<file path="src/verilog/lamp_consts.svh">
`ifndef LAMP_CONSTS_SVH
`define LAMP_CONSTS_SVH

//**************************************************************
// Register map
//**************************************************************
`define LAMP_SEL_OFFSET     12'h000
`define LAMP_EVT_OFFSET     12'h004

//**************************************************************
// Selection register fields
//**************************************************************
`define LAMP_BIT_COL        0
`define LAMP_BIT_JAB        1
`define LAMP_BIT_RX         2
`define LAMP_BIT_POL        3
`define LAMP_BIT_TX         4
`define LAMP_BIT_STRETCH    7
`define LAMP_BIT_LIVE       15
`define LAMP_NUM_SRC        5
`define LAMP_SEL_RESET      16'h0084
`define LAMP_SEL_WMASK      16'h009f

//**************************************************************
// Event status register fields
//**************************************************************
`define LAMP_EVT_BIT_LIT    8

//**************************************************************
// Timing
//**************************************************************
`define LAMP_CLK_FREQ_KHZ   25000
`define LAMP_STRETCH_MS     100
`define LAMP_STRETCH_CYCLES (`LAMP_STRETCH_MS * `LAMP_CLK_FREQ_KHZ)

`endif

</file>
<file path="src/verilog/lamp_pkg.sv">
package lamp_pkg;

  typedef enum logic [2:0] {
    ST_OFF    = 3'b001,
    ST_FOLLOW = 3'b010,
    ST_HOLD   = 3'b100
  } stretch_state_t;

  typedef logic [4:0] src_vec_t;

endpackage

</file>
<file path="src/verilog/lamp_stretch_if.sv">
`timescale 1ns/10ps

interface lamp_stretch_if;
  logic live;
  logic stretch_en;
  logic lit;

  modport ctrl (
    output live,
    output stretch_en,
    input  lit
  );

  modport stretcher (
    input  live,
    input  stretch_en,
    output lit
  );
endinterface

</file>
<file path="src/verilog/lamp_stretcher.sv">
`timescale 1ns/10ps
`include "lamp_consts.svh"

module lamp_stretcher #(
  parameter int STRETCH_CYCLES = `LAMP_STRETCH_CYCLES
) (
  input  wire logic               i_clk_sys,
  input  wire logic               i_rst_b,
  input  wire logic               i_clk_en,
  lamp_stretch_if.stretcher       lsi
);

  localparam int CNT_W = $clog2(STRETCH_CYCLES + 1);
  localparam logic [CNT_W-1:0] RELOAD = CNT_W'(STRETCH_CYCLES - 1);

  lamp_pkg::stretch_state_t state_r;
  lamp_pkg::stretch_state_t state_nxt;
  logic [CNT_W-1:0]         cnt_r;
  logic [CNT_W-1:0]         cnt_nxt;
  logic                     lit_r;
  logic                     lit_nxt;

  //**************************************************************
  // Next state
  //**************************************************************
  always_comb begin
    state_nxt = state_r;
    cnt_nxt   = cnt_r;
    if (!lsi.stretch_en) begin
      state_nxt = lamp_pkg::ST_OFF;
      cnt_nxt   = '0;
    end else if (lsi.live) begin
      state_nxt = lamp_pkg::ST_FOLLOW;
      cnt_nxt   = RELOAD;
    end else begin
      unique case (state_r)
        lamp_pkg::ST_OFF: begin
          state_nxt = lamp_pkg::ST_OFF;
        end
        lamp_pkg::ST_FOLLOW: begin
          state_nxt = lamp_pkg::ST_HOLD;
        end
        lamp_pkg::ST_HOLD: begin
          if (cnt_r == '0) begin
            state_nxt = lamp_pkg::ST_OFF;
          end else begin
            cnt_nxt = cnt_r - 1'b1;
          end
        end
        default: begin
          state_nxt = lamp_pkg::ST_OFF;
        end
      endcase
    end
    lit_nxt = lsi.stretch_en ? (state_nxt != lamp_pkg::ST_OFF) : lsi.live;
  end

  //**************************************************************
  // State registers
  //**************************************************************
  always_ff @(posedge i_clk_sys) begin
    if (!i_rst_b) begin
      state_r <= lamp_pkg::ST_OFF;
      cnt_r   <= '0;
    end else if (i_clk_en) begin
      state_r <= state_nxt;
      cnt_r   <= cnt_nxt;
    end
  end

  always_ff @(posedge i_clk_sys) begin
    if (!i_rst_b) begin
      lit_r <= 1'b0;
    end else if (i_clk_en) begin
      lit_r <= lit_nxt;
    end
  end

  assign lsi.lit = lit_r;

endmodule

</file>
<file path="src/verilog/status_lamp_select.sv">
//**************************************************************
//**************************************************************
//
// Register access over APB and the placing of the registers were chosen for this implementation.
`timescale 1ns/10ps
`include "lamp_consts.svh"

module status_lamp_select #(
  parameter int STRETCH_CYCLES = `LAMP_STRETCH_CYCLES
) (
  input  wire logic        i_clk_sys,
  input  wire logic        i_rst_b,
  input  wire logic        i_clk_en,
  input  wire logic        i_psel,
  input  wire logic        i_penable,
  input  wire logic        i_pwrite,
  input  wire logic [11:0] i_paddr,
  input  wire logic [31:0] i_pwdata,
  input  wire logic [3:0]  i_pstrb,
  output logic [31:0]      o_prdata,
  output logic             o_pready,
  output logic             o_pslverr,
  input  wire logic        i_tx_active,
  input  wire logic        i_rx_active,
  input  wire logic        i_rx_polarity_ok,
  input  wire logic        i_jabber,
  input  wire logic        i_collision,
  output logic             o_second_status_lamp_pin_b
);

  //**************************************************************
  // Declarations
  //**************************************************************
  lamp_pkg::src_vec_t src_evt;
  lamp_pkg::src_vec_t src_gated;
  logic [15:0]        lamp_sel_r;
  logic [15:0]        lamp_sel_nxt;
  logic               lamp_live_state;
  logic               stretch_enable;
  logic               apb_setup;
  logic               apb_access;
  logic               hit_sel;
  logic               hit_evt;
  logic               addr_ok;
  logic               sel_wr;
  logic [15:0]        sel_rd_val;
  logic [15:0]        evt_rd_val;
  logic [31:0]        rd_mux;
  logic [31:0]        prdata_r;
  logic               pslverr_r;
  logic               lamp_pin_b_r;

  lamp_stretch_if lsi ();

  //**************************************************************
  // Event sources
  //**************************************************************
  always_comb begin
    src_evt                   = '0;
    src_evt[`LAMP_BIT_COL]    = i_collision;
    src_evt[`LAMP_BIT_JAB]    = i_jabber;
    src_evt[`LAMP_BIT_RX]     = i_rx_active;
    src_evt[`LAMP_BIT_POL]    = i_rx_polarity_ok;
    src_evt[`LAMP_BIT_TX]     = i_tx_active;
  end

  //**************************************************************
  // Source gating
  //**************************************************************
  genvar gi;
  generate
    for (gi = 0; gi < `LAMP_NUM_SRC; gi = gi + 1) begin : g_src
      assign src_gated[gi] = lamp_sel_r[gi] & src_evt[gi];
    end
  endgenerate

  //**************************************************************
  // Combined live state
  //**************************************************************
  assign lamp_live_state = |src_gated;

  assign stretch_enable = lamp_sel_r[`LAMP_BIT_STRETCH];

  //**************************************************************
  // Bus decode
  //**************************************************************
  assign apb_setup  = i_psel & ~i_penable;
  assign apb_access = i_psel & i_penable;

  assign hit_sel = (i_paddr == `LAMP_SEL_OFFSET);
  assign hit_evt = (i_paddr == `LAMP_EVT_OFFSET);
  assign addr_ok = hit_sel | hit_evt;

  assign o_pready = i_clk_en;

  assign sel_wr = apb_access & i_pwrite & hit_sel & i_pstrb[0];

  //**************************************************************
  // Selection register
  //**************************************************************
  always_comb begin
    lamp_sel_nxt = lamp_sel_r;
    if (sel_wr) begin
      lamp_sel_nxt = i_pwdata[15:0] & `LAMP_SEL_WMASK;
    end
  end

  always_ff @(posedge i_clk_sys) begin
    if (!i_rst_b) begin
      lamp_sel_r <= `LAMP_SEL_RESET;
    end else if (i_clk_en) begin
      lamp_sel_r <= lamp_sel_nxt;
    end
  end

  //**************************************************************
  // Read values
  //**************************************************************
  always_comb begin
    sel_rd_val                 = lamp_sel_r & `LAMP_SEL_WMASK;
    sel_rd_val[`LAMP_BIT_LIVE] = lamp_live_state;
  end

  always_comb begin
    evt_rd_val                      = 16'h0000;
    evt_rd_val[`LAMP_NUM_SRC-1:0]   = src_evt;
    evt_rd_val[`LAMP_EVT_BIT_LIT]   = lsi.lit;
  end

  always_comb begin
    rd_mux = 32'h0000_0000;
    if (hit_sel) begin
      rd_mux = {16'h0000, sel_rd_val};
    end else if (hit_evt) begin
      rd_mux = {16'h0000, evt_rd_val};
    end
  end

  //**************************************************************
  // Read data capture
  //**************************************************************
  always_ff @(posedge i_clk_sys) begin
    if (!i_rst_b) begin
      prdata_r <= 32'h0000_0000;
    end else if (i_clk_en) begin
      if (apb_setup) begin
        prdata_r <= i_pwrite ? 32'h0000_0000 : rd_mux;
      end
    end
  end

  assign o_prdata = prdata_r;

  //**************************************************************
  // Error response
  //**************************************************************
  always_ff @(posedge i_clk_sys) begin
    if (!i_rst_b) begin
      pslverr_r <= 1'b0;
    end else if (i_clk_en) begin
      if (apb_setup) begin
        pslverr_r <= ~addr_ok;
      end
    end
  end

  assign o_pslverr = pslverr_r & apb_access;

  //**************************************************************
  // Pulse stretcher
  //**************************************************************
  assign lsi.live       = lamp_live_state;
  assign lsi.stretch_en = stretch_enable;

  lamp_stretcher #(
    .STRETCH_CYCLES (STRETCH_CYCLES)
  ) u_stretch (
    .i_clk_sys (i_clk_sys),
    .i_rst_b   (i_rst_b),
    .i_clk_en  (i_clk_en),
    .lsi       (lsi.stretcher)
  );

  //**************************************************************
  // Lamp pin
  //**************************************************************
  always_ff @(posedge i_clk_sys) begin
    if (!i_rst_b) begin
      lamp_pin_b_r <= 1'b1;
    end else if (i_clk_en) begin
      lamp_pin_b_r <= ~lsi.lit;
    end
  end

  assign o_second_status_lamp_pin_b = lamp_pin_b_r;

endmodule

</file>
<file path="config.mk">
export PLATFORM = sky130hd
export DESIGN_NAME = status_lamp_select
export DESIGN_NICKNAME = d
export VERILOG_FILES = /design/src/verilog/lamp_pkg.sv /design/src/verilog/lamp_stretch_if.sv /design/src/verilog/lamp_stretcher.sv /design/src/verilog/status_lamp_select.sv
export VERILOG_INCLUDE_DIRS = /design/src /design/src/verilog
export SDC_FILE = /design/constraint.sdc
export NUM_CORES = 1
export LEC_CHECK = 0
export ABC_AREA = 1
export ABC_CLOCK_PERIOD_IN_PS = 1900
export BUFFER_PORTS_ARGS = -buffer_cell sky130_fd_sc_hd__buf_2
export CAP_MARGIN = 10
export CORE_MARGIN = 1
export CORE_UTILIZATION = 50
export CTS_CLUSTER_SIZE = 10
export DETAILED_ROUTE_END_ITERATION = 8
export PLACE_DENSITY_LB_ADDON = 0.05
export SLEW_MARGIN = 30
export SYNTH_ARGS = -nofsm -noshare
export SYNTH_HDL_FRONTEND = slang
export SYNTH_SLANG_ARGS = --single-unit
</file>
<file path="constraint.sdc">
create_clock -name i_clk_sys -period 1.9 [get_ports i_clk_sys]
set_input_delay 0 -clock i_clk_sys [delete_from_list [all_inputs] [get_ports i_clk_sys]]
set_output_delay 0 -clock i_clk_sys [all_outputs]
set_load 0.005 [all_outputs]
</file>
# Word level (Yosys, flattened, before mapping)
# Index checks and enable logic that the tools add are counted.
[word_totals]
reg_bits = 66
wordCells = 47
[classes]
bitwise = 15
add_sub_neg = 1
n_mux = 12
n_eq_ne = 6
reduce_logical = 6
[op_table]
columns = ["cell", "count"]
rows = [
  ["22-bit 2-to-1 mux", 4],
  ["32-bit 2-to-1 mux", 1],
  ["22-bit logical NOT", 1],
  ["22-bit by 1-bit subtractor with 22-bit output, second input constant", 1],
  ["16-bit 2-to-1 mux", 1],
  ["12-bit by 3-bit equality test with 1-bit output, second input constant", 1],
  ["12-bit logical NOT", 1],
  ["1-bit AND", 11],
  ["3-bit 2-to-1 mux", 3],
  ["9-bit 2-to-1 mux", 1],
  ["3-bit by 1-bit inequality test with 1-bit output, second input constant", 2],
  ["3-bit case mux with 2 select lines", 1],
  ["5-bit OR reduction", 1],
  ["2-bit AND reduction", 2],
  ["3-bit by 2-bit equality test with 1-bit output, second input constant", 1],
  ["3-bit equality test, second input constant", 1],
  ["3-bit by 2-bit inequality test with 1-bit output, second input constant", 1],
  ["1-bit NOT", 3],
  ["3-bit AND reduction", 1],
  ["1-bit 2-to-1 mux", 1],
  ["1-bit OR", 1],
]

# Depth between registers and ports, before layout
[depth]
word_depth = 7
ltp_mapped = 11

# Cells and area by module
# From an unflattened synthesis, not the netlist that was laid out.
[hier_totals]
hier_cells = 439
area_unflattened_um2 = 2786.4
[modules_own_cells]
columns = ["mod", "seq_area_each_um2", "area_per_inst_um2", "n_inst", "cells_each"]
rows = [
  ["lamp_stretcher", 520.5, 1715.4, 1, 288],
  ["status_lamp_select", 320.3, 1071.0, 1, 151],
]

# Least setup slack after synthesis
# Ideal clock, no wire load.
[synth_path]
path_type = "register to register"
start = "register u_stretch.cnt_r[0]"
end = "register u_stretch.cnt_r[0]"
n_path_buf = 1
arrival_time_ps = 1458
slack_ps = 371
synth_period_minus_slack_ps = 1529
path_stages_with_launch = 11
required_ps = 1829
path_cell_list = "dfxtp_1 inv_1 ha_1 nand2_2 nor2_4 nand3_4 nand2_4 a21oi_2 buf_2 nand2_1 a21oi_2"
[synth_between]
elab_chain_len = 5
[synth_lines]
columns = ["element", "line", "rtl"]
rows = [
  ["from (decl)", "lamp_stretcher.sv:18", "logic [CNT_W-1:0] cnt_r;"],
  ["from (signal assigned)", "lamp_stretcher.sv:67", "cnt_r <= cnt_nxt;"],
  ["22-bit by 1-bit subtractor with 22-bit output", "lamp_stretcher.sv:47", "cnt_nxt = cnt_r - 1'b1;"],
  ["22-bit 2-to-1 mux", "lamp_stretcher.sv:44", "if (cnt_r == '0) begin"],
  ["22-bit 2-to-1 mux", "lamp_stretcher.sv:36", "unique case (state_r)"],
  ["22-bit 2-to-1 mux", "lamp_stretcher.sv:32", "end else if (lsi.live) begin"],
  ["22-bit 2-to-1 mux", "lamp_stretcher.sv:29", "if (!lsi.stretch_en) begin"],
]
# Parallel ways exist; a longest one is shown, timed or not. The select of a mux whose other input is x is not followed.
# A chain may end at the register's enable or synchronous reset.

# Worst setup path after layout
[layout_path]
start = "register u_stretch.cnt_r[0]"
end = "register u_stretch.cnt_r[19]"
# Same word-level chain as after synthesis.

==> flow_summary.json <==
{
  "num_vias": 2469,
  "drive_above_1_share_pct": 18.65,
  "syn_area_um2": 2614,
  "cts_tree": "done",
  "maxCapViolCount": 0,
  "wire_per_inst_um": 11.06,
  "path_delay_family": "simple AND/OR/NAND/NOR gates",
  "rsz0062_at_grt": "false",
  "numCtsBuffers": 5,
  "synth-seq-cells": 42,
  "cts_max_path_buffers": 2,
  "cts.sinks": 42,
  "area_growth_pct": 11.92,
  "post-route-period-util_pct": 86.81,
  "min_period_ns": 1.649,
  "io_pins": 94,
  "ctsRootBufferMaster": "clkbuf_8",
  "die_y_um": 74.30,
  "path_buf_inv": 1,
  "final_cell_mix": "nand2_1 (112), nor2_1 (50), dfxtp_1 (42), buf_2 (40), inv_1 (37)",
  "critPathCaptureType": "flop",
  "finalSetupTns_ns": 0,
  "hpwl_mm": 4.273,
  "timing.fmax_mhz": 606.3,
  "drcViolationCount": 0,
  "syn-mean-instance-area_um2": 6.567,
  "power.density_nw_per_um2": 704.8,
  "dpl_cell_area_um2": 2776,
  "routed_wl_mm": 5.662,
  "io_buffers": 40,
  "grt_pass1_vias": 2223,
  "seq_area_frac_synth_pct": 32.17,
  "outcome": "finished, final reports clean",
  "crit_path_frequent_cell": "nand2_1",
  "worstSkewPairLatency_ns": 0.29,
  "die-width_um": 74.30,
  "finalHoldViolCount": 0,
  "grt_max_degree": 19,
  "place_congestion": 0.8956,
  "clk_transition_reported_paths_ns": 0.09,
  "cts_setup_buffers": 0,
  "core_area_um2": 4880,
  "critPathKind": "reg2reg",
  "design_area_um2": 2925,
  "vias_per_cell": 4.822,
  "ys_warn_count": 0,
  "fin_nets": 504,
  "grt_pass1_wl_mm": 9.749,
  "htreeDepth": 2,
  "netlist_instances": 398,
  "layout_commonest_cell": "nand2_1",
  "synth_cell_types": 34,
  "ant_nets": 0,
  "ir_drop_mv": 0.4901,
  "cpMaxStageDelayCell": "dfxtp_1",
  "num_antenna_cells": 0,
  "grt_overflow": 0,
  "die-area_um2": 5520,
  "drt-initial-drc-count": 147,
  "drv_slew": 0,
  "rows": 25,
  "cp.required_ns": 2.10,
  "min_path_type": "in2reg",
  "start_util_pct": 53.56,
  "cp_cell_sequence": "inv_1 > ha_1 > nand2_2 > nor2_4 > nand3_4 > nand3_1 > nand2_4 > nand2_1 > nand2_1 > nand2_1 > nor2_1",
  "arrival_ns": 1.85,
  "startpoint_type": "flop",
  "track_usage_pct": 22.95,
  "setup_viol": 0,
  "slowest_delay_ns": 0.34,
  "skew_ns": 0.01270,
  "leakagePower_nw": 1.360,
  "first_pass_iters": 5,
  "worst-path-max-fanout": 12,
  "antenna_found_initial": 0
}
-- where the power goes --
| group | internal, W | switching, W | total (W) |
|---|---|---|---|
| combinational | 0.000188 | 0.000325 | 0.000513 |
| sequential | 0.000917 | 0.0000356 | 0.000953 |
| clock | 0.000294 | 0.000303 | 0.000596 |
| total | 0.00140 | 0.000663 | 0.00206 |
-- path summary, 6_finish.rpt --
| path | depth (start not counted) | end | slack (ns) | startpoint |
|---|---|---|---|---|
| worst max-delay path | 11 | u_stretch.cnt_r[19] | 0.25 | u_stretch.cnt_r[0] |
| worst min-delay path | 3 | lamp_sel_r[0] | 0.02 | i_pwdata[0] |
| worst max register to register | 11 | u_stretch.cnt_r[19] | 0.25 | u_stretch.cnt_r[0] |
| worst min register to register | 1 | o_second_status_lamp_pin_b | 0.44 | u_stretch.lsi.lit |
-- worst reg2reg max path, cell delays in order (launching register included) --
cell and delay [ns]:
dfxtp_1 0.34, inv_1 0.10, ha_1 0.23, nand2_2 0.11, nor2_4 0.19, nand3_4 0.11, nand3_1 0.13, nand2_4 0.12
nand2_1 0.11, nand2_1 0.05, nand2_1 0.05, nor2_1 0.04
-- metrics by stage --
stage / setup slack (ns) / total power [W] / cells / utilization, % / hold slack, ns
final: 0.2506 / 0.002062 / 512 / 59.95 / 0.01704
after global routing: 0.02871 / 0.002200 / 512 / 59.95 / 0.04767
after CTS: 0.05685 / 0.002080 / 512 / 59.79 / 0.008657
after detailed placement: 0.06081 / 0.001476 / 499 / 56.90 / 0.2819
after global placement: 0.1048 / 0.001468 / 499 / 56.90 / 0.2792
after floorplan: 0.3710 / 0.001390 / 421 / - / 0.08082
-- cell families after synthesis --
group	count (synthesis)	share of synthesized area, %
adder cells (fa/ha/maj)	1	0.4786
other	1	0.1435
buffers and inverters	73	15.46
AO/OA/AOI/OAI	62	13.98
flip-flops	42	32.17
AND/OR/NAND/NOR	218	37.43
XOR/XNOR	1	0.3351
-- Yosys cell counts --
library cell	number	area, um2
a21oi_2	11	96.34
buf_4	26	195.2
o21ai_0	13	65.06
nand2_8	1	20.02
dfxtp_1	42	840.8
conb_1	1	3.750
nor2_4	4	45.04
nand4_1	3	18.77
nand3_4	1	17.52
nor3_1	3	15.01
a21oi_1	29	145.1
nor2_2	1	6.260
and3_1	1	6.260
nand3_1	29	145.1
inv_2	2	7.510
nor2_1	50	187.7
nand2_2	5	31.28
nor3b_2	1	12.51
buf_6	2	22.52
nand2_4	2	22.52
nand2_1	113	424.2
o21ai_1	3	15.01
a31oi_1	1	6.260
buf_12	1	20.02
xnor2_1	1	8.760
nand3b_1	1	7.510
and2_1	1	6.260
or2_2	2	12.51
clkbuf_1	3	11.26
buf_1	1	3.750
o211ai_1	5	37.54
buf_2	1	5.000
ha_1	1	12.51
inv_1	37	138.9
-- metal layers --
layer  up-vias  wire, um  GRT usage [%]
li1       1309         -              -
met3         2       275          4.336
met1      1099      2593          28.32
met2        59      2763          40.00
met5         -         0              0
met4         0        30          7.966
-- layout make-up --
type,instances,area [um2]
inverters,39,146.4
repair buffers,50,300.3
well taps,67,83.83
flip-flops and latches,42,840.8
clock buffers,7,86.33
fillers,492,1954
multi-input cells,306,1463
clock inverters,1,5.005
-- state kept, by name, indices dropped and copies added (netlist names) --
name and count:
pslverr_r 1, u_stretch.state_r 3, o_second_status_lamp_pin_b 1, u_stretch.cnt_r 22, lamp_sel_r 6, u_stretch.lsi.lit 1, o_prdata 8
-- repair_timing --
action                                  in CTS  in global routing
hold buffers                                 5                  0
hold endpoints to repair                     5                  0
endpoints found under the setup margin       0                 10
resized for setup                            0                  2
(Power assumes the default switching activity.)
